`src/hw/monlink_cfg.svh`:
```
// constants for the monitor overflow and capture-event linkage block
`ifndef MONLINK_CFG_SVH
`define MONLINK_CFG_SVH
// register offsets (byte addresses, word aligned)
`define ADDR_STOR_CTL     8'h00
`define ADDR_STOR_FLT     8'h04
`define ADDR_STOR_CNT     8'h08
`define ADDR_STOR_CAPT    8'h0C
`define ADDR_BW_CTL       8'h10
`define ADDR_BW_FLT       8'h14
`define ADDR_BW_CNT       8'h18
`define ADDR_BW_CAPT      8'h1C
`define ADDR_BW_LCNT      8'h20
`define ADDR_BW_LCAPT     8'h24
`define ADDR_TRIG         8'h28
`define ADDR_STATUS       8'h2C
// control register fields
`define CTL_EN_BIT        0
`define CTL_LNKG_LO       8
`define CTL_LNKG_HI       10
`define CTL_CAPT_L_BIT    13
`define CTL_CEV_LO        16
`define CTL_CEV_HI        18
`define CTL_OFLW_EV_BIT   19
`define CTL_INTR_L_BIT    20
`define CTL_OFLOW_L_BIT   21
`define CTL_CAPT_BIT      23
`define CTL_FRZ_BIT       24
`define CTL_INTR_BIT      25
`define CTL_OFLOW_BIT     26
`define CTL_CRST_BIT      27
// count register fields
`define CNT_NOT_READY_FLAG_BIT      31
// filter register: secure space flag
`define FLT_SEC_BIT       0
// trigger register fields
`define TRIG_NOW_BIT      0
`define TRIG_ALL_BIT      1
`define TRIG_SEC_BIT      2
// capture event codes
`define EV_NONE           3'h0
`define EV_LOCAL          3'h7
`define EV_LINK_MAX       3'h6
`define CTL_RESET         32'h0000_0000
`endif

```
`src/hw/monlink_pkg.sv`:
```
// types shared by the monitor linkage block
package monlink_pkg;
  // one capture event as delivered to monitors
  typedef struct packed {
    logic [2:0] code;  // event number, zero means none
    logic       sec;   // reaches secure-space monitors
    logic       nsec;  // reaches non-secure-space monitors
  } cev_t;
  // register bus request
  typedef struct packed {
    logic [7:0]  addr;
    logic [31:0] wdata;
    logic        wr;
    logic        rd;
  } bus_req_t;
endpackage

```
`src/hw/monitor_overflow_linkage.sv`:
```
// two resource monitors with overflow handling and capture-event linkage
`timescale 1ns/1ps
`include "monlink_cfg.svh"

module monitor_overflow_linkage #(
  parameter int CW            = 31,   // counter width
  parameter int LW            = 44,   // long counter width
  parameter bit LINK_SUP      = 1'b1, // linkage support
  parameter bit CAPT_SUP      = 1'b1, // capture support
  parameter bit OCAPT_SUP     = 1'b1, // overflow capture support
  parameter bit LOCAL_EV_SUP  = 1'b1  // local capture event support
) (
  input  wire logic        CLK_IN,       // 125 MHz clock
  input  wire logic        RST_N_IN,     // async reset, active low
  input  wire logic [7:0]  ADDR_IN,      // register byte address
  input  wire logic [31:0] WDATA_IN,     // write data
  input  wire logic        WR_IN,        // write strobe
  input  wire logic        RD_IN,        // read strobe
  output logic      [31:0] RDATA_OUT,    // read data, cycle after read
  input  wire logic        STOR_EV_IN,   // storage monitor event pulse
  input  wire logic        BW_EV_IN,     // bandwidth monitor event pulse
  input  wire logic [2:0]  EXT_CEV_IN,   // external capture event code pin
  output logic             STOR_IRQ_OUT, // storage overflow interrupt level
  output logic             BW_IRQ_OUT    // bandwidth overflow interrupt level
);

  // decoded request, kept together
  monlink_pkg::bus_req_t req;
  assign req = '{addr: ADDR_IN, wdata: WDATA_IN, wr: WR_IN, rd: RD_IN};

  function automatic logic hit_wr(input monlink_pkg::bus_req_t r,
                                  input logic [7:0] a);
    hit_wr = r.wr && (r.addr == a);
  endfunction

  // event matches a monitor: select non-zero, code equal, space reached
  function automatic logic ev_match(input monlink_pkg::cev_t e,
                                    input logic [2:0] sel,
                                    input logic sec);
    ev_match = (sel != `EV_NONE) && (e.code == sel)
               && (sec ? e.sec : e.nsec);
  endfunction

  // registers
  logic [31:0]   s_ctl_ff, b_ctl_ff;
  logic          s_sec_ff, b_sec_ff;
  logic [CW-1:0] s_cnt_ff, b_cnt_ff;
  logic [LW-1:0] l_cnt_ff;
  logic          s_not_ready_flag_ff, b_not_ready_flag_ff, l_not_ready_flag_ff;
  logic [31:0]   s_capt_ff, b_capt_ff;
  logic [LW:0]   l_capt_ff;
  logic          s_frz_ff, b_frz_ff, l_frz_ff;
  logic [2:0]    ext_m_ff, ext_s_ff;
  logic          trig_now, trig_sec, trig_all;
  logic [31:0]   rdata_ff;
  logic          s_irq_ff, b_irq_ff;

  // external code pins cross in through two flops
  always_ff @(posedge CLK_IN or negedge RST_N_IN) begin
    if (!RST_N_IN) begin
      ext_m_ff <= `EV_NONE;
      ext_s_ff <= `EV_NONE;
    end else begin
      ext_m_ff <= EXT_CEV_IN;
      ext_s_ff <= ext_m_ff;
    end
  end

  // local trigger write: non-secure or secure, a secure one optionally to all spaces
  assign trig_now = hit_wr(req, `ADDR_TRIG) && req.wdata[`TRIG_NOW_BIT]
                    && LOCAL_EV_SUP;
  assign trig_sec = req.wdata[`TRIG_SEC_BIT];
  assign trig_all = req.wdata[`TRIG_ALL_BIT];

  // ---- overflow detection from increments
  logic s_inc, b_inc, l_inc;
  logic s_carry, b_carry, l_carry;
  logic [CW-1:0] s_sum, b_sum;
  logic [LW-1:0] l_sum;
  logic s_en, b_en;
  assign s_en = s_ctl_ff[`CTL_EN_BIT];
  assign b_en = b_ctl_ff[`CTL_EN_BIT];
  // frozen instances take no events
  assign s_inc = STOR_EV_IN && s_en && !s_frz_ff;
  assign b_inc = BW_EV_IN && b_en && !b_frz_ff;
  assign l_inc = BW_EV_IN && b_en && !l_frz_ff;
  // carry out of the top bit flags overflow, sum wraps
  assign {s_carry, s_sum} = {1'b0, s_cnt_ff} + {{CW{1'b0}}, s_inc};
  assign {b_carry, b_sum} = {1'b0, b_cnt_ff} + {{CW{1'b0}}, b_inc};
  assign {l_carry, l_sum} = {1'b0, l_cnt_ff} + {{LW{1'b0}}, l_inc};

  logic s_ovf, b_ovf, l_ovf;
  assign s_ovf = s_inc && s_carry;
  assign b_ovf = b_inc && b_carry;
  assign l_ovf = l_inc && l_carry;

  // ---- link broadcasts, gated by support, code and irq enable
  logic s_lnk, b_lnk, bl_lnk;
  logic [2:0] s_lc, b_lc;
  assign s_lc = s_ctl_ff[`CTL_LNKG_HI:`CTL_LNKG_LO];
  assign b_lc = b_ctl_ff[`CTL_LNKG_HI:`CTL_LNKG_LO];
  // code 7 is the local event, so only 1..6 are linkage codes
  assign s_lnk = LINK_SUP && s_ovf && (s_lc != `EV_NONE)
                 && (s_lc <= `EV_LINK_MAX)
                 && s_ctl_ff[`CTL_INTR_BIT];
  assign b_lnk = LINK_SUP && b_ovf && (b_lc != `EV_NONE)
                 && (b_lc <= `EV_LINK_MAX)
                 && b_ctl_ff[`CTL_INTR_BIT];
  assign bl_lnk = LINK_SUP && l_ovf && (b_lc != `EV_NONE)
                  && (b_lc <= `EV_LINK_MAX)
                  && b_ctl_ff[`CTL_INTR_L_BIT];

  // ---- event sources; events stay inside this component, no output
  monlink_pkg::cev_t ev_ext, ev_loc, ev_s, ev_b;
  // external reaches every space
  assign ev_ext = '{code: ext_s_ff, sec: 1'b1, nsec: 1'b1};
  // local reaches writer's space, secure with all bit reaches both
  assign ev_loc = '{code: trig_now ? `EV_LOCAL : `EV_NONE,
                    sec: trig_sec,
                    nsec: !trig_sec || trig_all};
  // link events reach only the originator's space
  assign ev_s = '{code: s_lnk ? s_lc : `EV_NONE,
                  sec: s_sec_ff, nsec: !s_sec_ff};
  assign ev_b = '{code: (b_lnk || bl_lnk) ? b_lc : `EV_NONE,
                  sec: b_sec_ff, nsec: !b_sec_ff};

  // each monitor hears events of the others and external/local
  logic s_hit, b_hit;
  assign s_hit = ev_match(ev_ext, s_ctl_ff[`CTL_CEV_HI:`CTL_CEV_LO], s_sec_ff)
              || ev_match(ev_loc, s_ctl_ff[`CTL_CEV_HI:`CTL_CEV_LO], s_sec_ff)
              || ev_match(ev_b, s_ctl_ff[`CTL_CEV_HI:`CTL_CEV_LO], s_sec_ff);
  assign b_hit = ev_match(ev_ext, b_ctl_ff[`CTL_CEV_HI:`CTL_CEV_LO], b_sec_ff)
              || ev_match(ev_loc, b_ctl_ff[`CTL_CEV_HI:`CTL_CEV_LO], b_sec_ff)
              || ev_match(ev_s, b_ctl_ff[`CTL_CEV_HI:`CTL_CEV_LO], b_sec_ff);

  // linked overflow: hit with event-as-overflow set
  logic s_lov, b_lov;
  assign s_lov = s_hit && s_ctl_ff[`CTL_OFLW_EV_BIT];
  assign b_lov = b_hit && b_ctl_ff[`CTL_OFLW_EV_BIT];

  // capture decision: plain capture on event, or on overflow if enabled
  logic s_cap, b_cap, l_cap;
  assign s_cap = CAPT_SUP && ((s_hit && !s_lov) ||
                 (OCAPT_SUP && s_ctl_ff[`CTL_CAPT_BIT]
                  && (s_ovf || s_lov)));
  assign b_cap = CAPT_SUP && ((b_hit && !b_lov) ||
                 (OCAPT_SUP && b_ctl_ff[`CTL_CAPT_BIT]
                  && (b_ovf || b_lov)));
  assign l_cap = CAPT_SUP && ((b_hit && !b_lov) ||
                 (OCAPT_SUP && b_ctl_ff[`CTL_CAPT_L_BIT]
                  && (l_ovf || b_lov)));

  // freeze decision; without capture a plain hit freezes s and b, not the long half, if not overflowed
  logic s_fz, b_fz, l_fz;
  assign s_fz = s_ctl_ff[`CTL_FRZ_BIT] && (s_ovf || s_lov ||
                (!CAPT_SUP && s_hit && !s_ctl_ff[`CTL_OFLOW_BIT]));
  assign b_fz = b_ctl_ff[`CTL_FRZ_BIT] && (b_ovf || b_lov ||
                (!CAPT_SUP && b_hit && !b_ctl_ff[`CTL_OFLOW_BIT]));
  assign l_fz = b_ctl_ff[`CTL_FRZ_BIT] && (l_ovf || b_lov);

  // flag clears by software
  logic s_ctl_wr, b_ctl_wr, s_cnt_wr, b_cnt_wr, l_cnt_wr;
  assign s_ctl_wr = hit_wr(req, `ADDR_STOR_CTL);
  assign b_ctl_wr = hit_wr(req, `ADDR_BW_CTL);
  assign s_cnt_wr = hit_wr(req, `ADDR_STOR_CNT);
  assign b_cnt_wr = hit_wr(req, `ADDR_BW_CNT);
  assign l_cnt_wr = hit_wr(req, `ADDR_BW_LCNT);

  // storage control: flag set wins over any clear in the same cycle
  always_ff @(posedge CLK_IN or negedge RST_N_IN) begin
    if (!RST_N_IN) begin
      s_ctl_ff <= `CTL_RESET;
      s_sec_ff <= 1'b0;
    end else begin
      if (s_ctl_wr) begin
        s_ctl_ff <= req.wdata;
      end else if (s_cnt_wr) begin
        s_ctl_ff[`CTL_OFLOW_BIT] <= 1'b0;
      end
      if (s_ovf || s_lov) begin
        s_ctl_ff[`CTL_OFLOW_BIT] <= 1'b1;
      end
      if (hit_wr(req, `ADDR_STOR_FLT)) begin
        s_sec_ff <= req.wdata[`FLT_SEC_BIT];
      end
    end
  end

  // bandwidth control; long flag kept in its own bit
  always_ff @(posedge CLK_IN or negedge RST_N_IN) begin
    if (!RST_N_IN) begin
      b_ctl_ff <= `CTL_RESET;
      b_sec_ff <= 1'b0;
    end else begin
      if (b_ctl_wr) begin
        b_ctl_ff <= req.wdata;
      end else begin
        if (b_cnt_wr) begin
          b_ctl_ff[`CTL_OFLOW_BIT] <= 1'b0;
        end
        if (l_cnt_wr) begin
          b_ctl_ff[`CTL_OFLOW_L_BIT] <= 1'b0;
        end
      end
      if (b_ovf || b_lov) begin
        b_ctl_ff[`CTL_OFLOW_BIT] <= 1'b1;
      end
      if (l_ovf || b_lov) begin
        b_ctl_ff[`CTL_OFLOW_L_BIT] <= 1'b1;
      end
      if (hit_wr(req, `ADDR_BW_FLT)) begin
        b_sec_ff <= req.wdata[`FLT_SEC_BIT];
      end
    end
  end

  // freeze state: set on freeze cause, cleared by flag clear or value write
  always_ff @(posedge CLK_IN or negedge RST_N_IN) begin
    if (!RST_N_IN) begin
      s_frz_ff <= 1'b0;
      b_frz_ff <= 1'b0;
      l_frz_ff <= 1'b0;
    end else begin
      if (s_fz) begin
        s_frz_ff <= 1'b1;
      end else if (s_cnt_wr ||
                   (s_ctl_wr && !req.wdata[`CTL_OFLOW_BIT])) begin
        s_frz_ff <= 1'b0;
      end
      if (b_fz) begin
        b_frz_ff <= 1'b1;
      end else if (b_cnt_wr ||
                   (b_ctl_wr && !req.wdata[`CTL_OFLOW_BIT])) begin
        b_frz_ff <= 1'b0;
      end
      // long half needs its own write to thaw
      if (l_fz) begin
        l_frz_ff <= 1'b1;
      end else if (l_cnt_wr ||
                   (b_ctl_wr && !req.wdata[`CTL_OFLOW_L_BIT])) begin
        l_frz_ff <= 1'b0;
      end
    end
  end

  // counters: software write first, then clear-after-capture, then count
  always_ff @(posedge CLK_IN or negedge RST_N_IN) begin
    if (!RST_N_IN) begin
      s_cnt_ff  <= '0;
      b_cnt_ff  <= '0;
      l_cnt_ff  <= '0;
      s_not_ready_flag_ff <= 1'b0;
      b_not_ready_flag_ff <= 1'b0;
      l_not_ready_flag_ff <= 1'b0;
    end else begin
      if (s_cnt_wr) begin
        s_cnt_ff  <= req.wdata[CW-1:0];
        s_not_ready_flag_ff <= req.wdata[`CNT_NOT_READY_FLAG_BIT];
      end else if (s_cap && s_ctl_ff[`CTL_CRST_BIT]) begin
        s_cnt_ff  <= '0;
        s_not_ready_flag_ff <= 1'b0;
      end else if (!s_frz_ff) begin
        s_cnt_ff  <= s_sum;
      end
      if (b_cnt_wr) begin
        b_cnt_ff  <= req.wdata[CW-1:0];
        b_not_ready_flag_ff <= req.wdata[`CNT_NOT_READY_FLAG_BIT];
      end else if (b_cap && b_ctl_ff[`CTL_CRST_BIT]) begin
        b_cnt_ff  <= '0;
        b_not_ready_flag_ff <= 1'b0;
      end else if (!b_frz_ff) begin
        b_cnt_ff  <= b_sum;
      end
      // long counter is written through its low word only
      if (l_cnt_wr) begin
        l_cnt_ff  <= LW'(req.wdata[CW-1:0]);
        l_not_ready_flag_ff <= req.wdata[`CNT_NOT_READY_FLAG_BIT];
      end else if (l_cap && b_ctl_ff[`CTL_CRST_BIT]) begin
        l_cnt_ff  <= '0;
        l_not_ready_flag_ff <= 1'b0;
      end else if (!l_frz_ff) begin
        l_cnt_ff  <= l_sum;
      end
    end
  end

  // capture takes the value as it stands after this cycle's count, so an
  // overflow captures the wrapped value and a clear loses no count
  always_ff @(posedge CLK_IN or negedge RST_N_IN) begin
    if (!RST_N_IN) begin
      s_capt_ff <= '0;
      b_capt_ff <= '0;
      l_capt_ff <= '0;
    end else begin
      if (s_cap) begin
        s_capt_ff <= {s_not_ready_flag_ff, s_sum};
      end
      if (b_cap) begin
        b_capt_ff <= {b_not_ready_flag_ff, b_sum};
      end
      if (l_cap) begin
        l_capt_ff <= {l_not_ready_flag_ff, l_sum};
      end
    end
  end

  // interrupt levels follow flag and enable, registered for a clean output
  always_ff @(posedge CLK_IN or negedge RST_N_IN) begin
    if (!RST_N_IN) begin
      s_irq_ff <= 1'b0;
      b_irq_ff <= 1'b0;
    end else begin
      s_irq_ff <= s_ctl_ff[`CTL_OFLOW_BIT] && s_ctl_ff[`CTL_INTR_BIT];
      b_irq_ff <= (b_ctl_ff[`CTL_OFLOW_BIT] && b_ctl_ff[`CTL_INTR_BIT])
               || (b_ctl_ff[`CTL_OFLOW_L_BIT]
                   && b_ctl_ff[`CTL_INTR_L_BIT]);
    end
  end

  // read mux; unmapped addresses read zero
  always_ff @(posedge CLK_IN or negedge RST_N_IN) begin
    if (!RST_N_IN) begin
      rdata_ff <= '0;
    end else if (req.rd) begin
      unique case (req.addr)
        `ADDR_STOR_CTL:  rdata_ff <= s_ctl_ff;
        `ADDR_STOR_FLT:  rdata_ff <= {31'h0, s_sec_ff};
        `ADDR_STOR_CNT:  rdata_ff <= {s_not_ready_flag_ff, s_cnt_ff};
        `ADDR_STOR_CAPT: rdata_ff <= s_capt_ff;
        `ADDR_BW_CTL:    rdata_ff <= b_ctl_ff;
        `ADDR_BW_FLT:    rdata_ff <= {31'h0, b_sec_ff};
        `ADDR_BW_CNT:    rdata_ff <= {b_not_ready_flag_ff, b_cnt_ff};
        `ADDR_BW_CAPT:   rdata_ff <= b_capt_ff;
        `ADDR_BW_LCNT:   rdata_ff <= {l_not_ready_flag_ff, l_cnt_ff[CW-1:0]};
        `ADDR_BW_LCAPT:  rdata_ff <= {l_capt_ff[LW], l_capt_ff[CW-1:0]};
        `ADDR_STATUS:    rdata_ff <= {29'h0, l_frz_ff, b_frz_ff, s_frz_ff};
        default:         rdata_ff <= '0;
      endcase
    end else begin
      rdata_ff <= '0;
    end
  end

  assign RDATA_OUT    = rdata_ff;
  assign STOR_IRQ_OUT = s_irq_ff;
  assign BW_IRQ_OUT   = b_irq_ff;

endmodule

```
`config.mk`:
```
export PLATFORM = sky130hd
export DESIGN_NAME = monitor_overflow_linkage
export DESIGN_NICKNAME = d
export VERILOG_FILES = /design/src/hw/monlink_pkg.sv /design/src/hw/monitor_overflow_linkage.sv
export VERILOG_INCLUDE_DIRS = /design/src /design/src/hw
export SDC_FILE = /design/constraint.sdc
export NUM_CORES = 1
export LEC_CHECK = 0
export ABC_AREA = 1
export BUFFER_PORTS_ARGS = -buffer_cell sky130_fd_sc_hd__buf_4
export CAP_MARGIN = 0
export CORE_MARGIN = 2
export CORE_UTILIZATION = 40
export CTS_CLUSTER_DIAMETER = 150
export DETAILED_ROUTE_END_ITERATION = 10
export SLEW_MARGIN = 5
export SYNTH_ARGS = -nofsm -noshare
export SYNTH_HDL_FRONTEND = slang
export SYNTH_SLANG_ARGS = --single-unit
```
`constraint.sdc`:
```
create_clock -name CLK_IN -period 6.9 [get_ports CLK_IN]
set_clock_uncertainty 0.2 [all_clocks]
set_input_delay 1.38 -clock CLK_IN [delete_from_list [all_inputs] [get_ports CLK_IN]]
set_output_delay 1.38 -clock CLK_IN [all_outputs]
set_load 0.01 [all_outputs]
```
==> results.md, run 1 <==
* Result of the run: finished clean
* Overall die area at roughly 44000 um^2
* Max H-tree Level at 2
* HPWL after detailed placement at approximately 44 mm
* Layer with the highest usage after global routing: met2
* Worst Hold Class: flip-flop to flip-flop
* First-pass GRT wire length at approximately 95 mm
* Number of enable-type register cells in the synthesized netlist at 0
* Final setup violating endpoints at 0
* Fraction of final layout cells with drive strength greater than 1 at around a tenth
* Met2 Resource Use GR at 41.74%
* Max-cap violations at 0
* Overall Global Routing Usage at roughly 29%
* Synth Net Count at 2286
* Maximum number of pins on one net before global-route repair at roughly 140
* Via count of the first global-routing pass at between 15000 and 20000
* Hold buffers post-CTS at 0
* Fmax at roughly 200 MHz
* Worst slew slack as a fraction of its limit at 19.91%
* Final Hold Fails at 0
* Core Footprint at 42040 um^2
* Number of DRC markers after the initial detailed-route iteration at between 1500 and 2000
* Worst Path Required at just over 7 ns
* Most frequent cells after synthesis: nand2_1, dfrtp_1, inv_1, nand3_1, o21ai_0
* Synth warnings at 0
* Die extent in x at ~210 um
* Transition at the pin with the smallest max-transition slack at about 1.2 ns
* DRC at 0
* Total number of vias at 15905
* Final Cycle Share at about 73%
* Worst Path Class, Setup: input port to flip-flop
* Synthesized instance count at roughly 2200
* Portion of synthesized cell area occupied by the leading cell type at between 40% and 50%
* Cell Count Post-Placement at between 2000 and 3000
* Die height at about 210 um
* Met1 routing resource usage after global routing at roughly two fifths
* Post-Syn Area per Cell at about 7.7 um^2
* Latest clock arrival within the worst-skew pair at ~0.55 ns
* Highest fanout seen on the critical path at 31
* Number of unique standard cell types used by synthesis at 45
* Syn Std Cell Area at about 17000 um^2
* Number of nets in the layout at 2334
* Initial cell density of the core at between 40% and 50%
* Power density cells at around 270 nW/um^2
* RSZ-0062 raised after global routing: false
* Part of the Yosys area used for sequential elements at between 40 and 50%
* Number of antenna violations at the first check in global routing at 0
* Cell accounting for the most synthesized area: dfrtp_1
* Cell Count, Final, Fillers Out at roughly 2800
* GP Congestion at roughly 0.95
* Synthesis-to-layout area growth at 13.16%
* Number of sinks handled by clock tree synthesis at 314
* Clock transition at the registers of the reported paths at about 0.060 ns
* Clock period minus final worst setup slack at roughly 5 ns
* Most numerous cell in the Yosys netlist: nand2_1
* Total Neg Setup Slack at 0 ns
* Critical path arrival at 5.36 ns
* Clock root buffer: clkbuf_16
* Congestion Overflow GR at 0
* Wire length after detailed routing at 62.59 mm
* Number of slew-limit violations in the final report at 0
* Boundary Pins at 83
* Static leakage at 9.470 nW
* Category of the worst setup path capture point: flip-flop
* Clock buffer depth at 3
* # rows at 75
* CTS tree: built
* Count of buffers inserted at the top-level ports at 82
* VDD IR-drop max at between 0.1 and 0.15 mV
* Number of buffers inserted during clock tree synthesis at 38
* Antenna-violating nets left at 0
* WL/cell at 22.02 um
* Post-CTS resize count at 0
* Category of the worst setup path launch point: input port
* Register bit count reported by yosys at about 310
* Number of buffers inserted by post-CTS setup repair at 0
* Vias per inst at 5.596
* Number of search-and-repair iterations in the first detailed-routing pass at 8
* Post-synth top flop: dfrtp_1
* Met3 Usage GRT at under 10%
* Post-synthesis async set-or-reset flop share at between 90% and 100%
* Top post-synthesis cells by area: dfrtp_1, nand2_1, inv_1, nand3_1, xor2_1
-- layer usage --
metal / up-vias / wire length [um]
met1: 7684 / 27150
met3: 104 / 6747
li1: 7354 / -
met2: 763 / 26910
met4: 0 / 1775
met5: - / 0
-- metrics by stage --
stage          utilization [%]  hold WS (ns)  instance area [um^2]  setup WS, ns  power, mW
6_report                 46.00        0.1440                 19340         1.831      5.231
5_1_grt                  45.99        0.1510                 19340         1.445      5.484
4_1_cts                  45.99        0.1472                 19340         1.931      5.239
3_5_place_dp             43.22        0.1347                 18170         1.350      3.297
3_3_place_gp             43.22        0.1331                 18170         1.364      3.288
2_1_floorplan                -        0.1312                 17090         2.863      2.955
-- state kept, by name (all words and copies together) (netlist names), 3 cells and up --
register	cells
b_cnt_ff	31
l_cnt_ff	44
s_capt_ff	32
s_ctl_ff	32
ext_m_ff	3
RDATA_OUT	32
b_ctl_ff	32
s_cnt_ff	31
b_capt_ff	32
l_capt_ff	32
ext_s_ff	3
-- layout make-up --
cell class	instances	area, um^2
fill	4270	22700
multi-input combinational	1583	7919
sequential	314	7858
clock buffer	58	1137
inverter	232	873.3
timing repair buffer	110	845.8
tap	539	674.4
clock inverter	5	28.78
antenna	1	2.502
-- logic make-up (layout without fill, tap and decap cells) --
family                     count (synthesis)  in the layout  share of synthesized area [%]
xor gates and xnor gates                 100            100                          5.125
and+or+nand+nor                         1147           1147                          28.24
AOI/OAI and AO/OA                        300            300                          10.41
muxes                                     30             30                          1.977
other                                      0              1                              0
adders and majority gates                  6              6                         0.4393
DFF                                      314            314                          45.98
buffers and inverters                    334            405                          7.827
-- cells in the final DEF (no fill, tap or decap), types with 2 or more instances in the layout --
cell	count
nand2_1	737
dfrtp_1	314
inv_1	222
nand3_1	166
o21ai_0	142
nor2_1	114
buf_4	108
xor2_1	83
o22ai_1	43
a21oi_1	42
clkbuf_16	39
nor3_1	38
a221oi_1	35
nand4_1	30
mux2_2	30
a31oi_1	17
nor4_1	17
xnor2_1	17
or2_2	11
nand2_2	10
clkbuf_1	10
nor2_2	9
clkbuf_8	9
a41oi_1	6
ha_1	6
clkinv_1	5
nor2_4	5
inv_2	4
a2111oi_0	4
clkinv_2	4
o2111ai_1	3
o211ai_1	3
nand2_4	2
o31ai_1	2
-- worst paths after layout --
path / startpoint / to / slack [ns] / depth (start not counted)
max: BW_EV_IN / s_cnt_ff[1] / 1.83 / 23
min: ext_m_ff[1] / ext_s_ff[1] / 0.14 / 0
max reg2reg: l_frz_ff / s_cnt_ff[1] / 1.86 / 23
min reg2reg: ext_m_ff[1] / ext_s_ff[1] / 0.14 / 0
max in group asynchronous: RST_N_IN / s_ctl_ff[12] / 4.42 / 2
min in group asynchronous: RST_N_IN / b_capt_ff[1] / 0.64 / 1
-- where the power goes --
part	total, mW	internal (mW)	switching [mW]
clock	1.93	1.13	0.807
combinational	0.932	0.303	0.629
sequential	2.36	2.15	0.209
total	5.23	3.59	1.64
-- critical path, stage by stage --
cell     delay (ns)
buf_4          0.11
nand3_1        0.20
inv_1          0.17
ha_1           0.21
ha_1           0.19
nand3_1        0.16
inv_1          0.11
nand2_1        0.14
nor2_4         0.23
nand3_1        0.16
nor2_1         0.43
nand3_1        0.13
nand2_1        0.16
nand2_1        0.06
nand3_1        0.09
nand2_1        0.08
nand2_1        0.08
nand2_1        0.06
nand2_2        0.07
nand2_2        0.25
nand2_2        0.63
nand2_1        0.14
nand2_1        0.08
Note: power is estimated with default switching activity, not from simulation.
==> inputs of run 2 (changes only) <==
- clock period: 6.9 -> 4.1 ns (I/O delays scaled with it)
==> results.md, run 2 (same netlist as run 1, synthesis figures left out) <==
* Worst slack at placement at -0.01910 ns
* Wire length after detailed routing at ~62 mm
* Overall die area at 44390 um^2
* Final setup violating endpoints at 0
* Total number of vias at 16008
* Most frequent standard cell in the layout excluding fill and tap cells: nand2_1
* Fmax at 269.8 MHz
* Antenna-violating nets left at 0
* Hold buffers post-CTS at 0
* Critical-path cell with the highest stage delay: dfrtp_1
* Area of placed instances at 18630 um^2
* Final cell area excluding filler cells at a little under 20000 um^2
* Clock transition at the registers of the reported paths at 0.05 ns
* RSZ-0062 raised after global routing: false
* Crit-path most repeated cell: nand2_1
* Final Cycle Share at approximately nine tenths
* Clock buffer depth at 3
* Worst slew slack as a fraction of its limit at 37.60%
* Number of buffers inserted by post-CTS setup repair at 0
* Cell Count Post-Placement at 2827
* Minimum setup slack in the final design at between 0.3 and 0.4 ns
* Category of the worst setup path capture point: flip-flop
* Die height at about 210 um
* Number of slew-limit violations in the final report at 0
* VDD IR-drop max at about 0.28 mV
* Latest clock arrival within the worst-skew pair at between 0.5 and 0.6 ns
* Fraction of final layout cells with drive strength greater than 1 at roughly 12%
* Series of cell instances along the critical path: inv_1 -> nand3_1 -> inv_1 -> ha_1 -> ha_1 -> nand3_1 -> inv_1 -> nand2_1 -> nor2_4 -> nand3_1 -> nor2_1 -> nand3_1 -> nand2_1 -> nand2_1 -> nand3_1 -> nand2_1 -> nand2_1 -> nand2_1 -> nand2_2 -> buf_12 -> mux2_2
* WL/cell at 21.31 um
* Initial cell density of the core at 40.65%
* Number of flip-flops under the largest register name at 44
* Number of buffers inserted during clock tree synthesis at 39
* Via count of the first global-routing pass at between 15000 and 20000
* Post-CTS resize count at 0
* Highest-count cells in the layout ignoring fill and taps: nand2_1, dfrtp_1, inv_1, nand3_1, buf_4
* Overall Global Routing Usage at 28.14%
* Critical path arrival at roughly 4 ns
* Highest fanout seen on the critical path at between 40 and 50
* First-pass GRT wire length at ~94 mm
* Number of search-and-repair iterations in the first detailed-routing pass at 5
* Max-cap violations at 0
* Share of the core filled with cells in the final layout at a little under half
* Clock period minus final worst setup slack at 3.707 ns
* Number of nets in the layout at ~2400
* Static leakage at a little under 10 nW
* Synthesis-to-layout area growth at 16.09%
* Boundary Pins at 83
* Power density cells at about 450 nW/um^2
* Worst Path Required at between 4 and 5 ns
* Cell Count, Final, Fillers Out at around 2900
* Most flop-heavy register: l_cnt_ff
* Maximum number of pins on one net before global-route repair at 84
* Number of DRC markers after the initial detailed-route iteration at between 1500 and 2000
* Die extent in x at between 200 and 250 um
* HPWL after detailed placement at 44.92 mm
* Core Footprint at ~42000 um^2
* Category of the worst setup path launch point: flip-flop
* Worst Path Class, Setup: flip-flop to flip-flop
* Antenna diodes at 0
* Number of sinks handled by clock tree synthesis at 314
* Worst Hold Class: input port to asynchronous set/reset pin
* Congestion Overflow GR at 0
* Vias per inst at about 5.5
* Count of buffers inserted at the top-level ports at 82
* GP Congestion at 1.005
* Result of the run: finished clean
* Clock root buffer: clkbuf_16
* CTS tree: built
* Overall power after layout at roughly 9 mW
* Number of antenna violations at the first check in global routing at 0
* Largest stage delay on the critical path at around 0.47 ns
* DRC at 0
* # rows at 75
* Max H-tree Level at 2
* Transition at the pin with the smallest max-transition slack at approximately 0.93 ns
* Final Hold Fails at 0
run 2: routing by layer:
layer	up-vias	GRT usage, %	wire (um)
met3	124	4.713	5793
li1	7437	-	-
met5	-	0	0
met1	7683	41.02	27190
met2	764	42.14	26440
met4	0	10.17	2145
run 2: through the flow:
stage / hold slack (ns) / setup TNS (ns)
after floorplan: 0.1312 / 0
after global placement: 0.1368 / 0
after detailed placement: 0.1412 / -0.06131
after CTS: 0.07461 / 0
after global routing: 0.1092 / 0
final: 0.05838 / 0
run 2: final timing paths:
check,slack (ns),to,cells past startpoint,start
worst max-delay path,0.39,s_capt_ff[8],21,l_frz_ff
worst min-delay path,0.06,l_capt_ff[6],1,RST_N_IN
worst max register to register,0.39,s_capt_ff[8],21,l_frz_ff
worst min register to register,0.15,ext_s_ff[2],0,ext_m_ff[2]
max in group asynchronous,2.58,RDATA_OUT[28],2,RST_N_IN
min in group CLK_IN,0.14,ext_m_ff[1],1,EXT_CEV_IN[1]
run 2: worst max-delay path: cells and delay by family (launching register included):
kind / cells / cell delay (ns)
AND/OR/NAND/NOR: 14 / 1.57
buffers and inverters: 4 / 0.58
flip-flops: 1 / 0.47
adder cells (fa/ha/maj): 2 / 0.41
multiplexers: 1 / 0.37
run 2: power breakdown:
| part | internal, mW | total (mW) | switching, mW | leakage [nW] |
|---|---|---|---|---|
| Clock | 1.94 | 3.36 | 1.42 | 0.593 |
| Combinational | 0.544 | 1.60 | 1.05 | 5.20 |
| Sequential | 3.63 | 3.96 | 0.337 | 3.97 |
run 2: cell type report:
type / count / area, um^2
inverters: 232 / 873.3
multi-input cells: 1583 / 7924
flip-flops and latches: 314 / 7858
fillers: 4152 / 22200
clock inverters: 9 / 110.1
repair buffers: 159 / 1301
clock buffers: 53 / 1099
well taps: 539 / 674.4
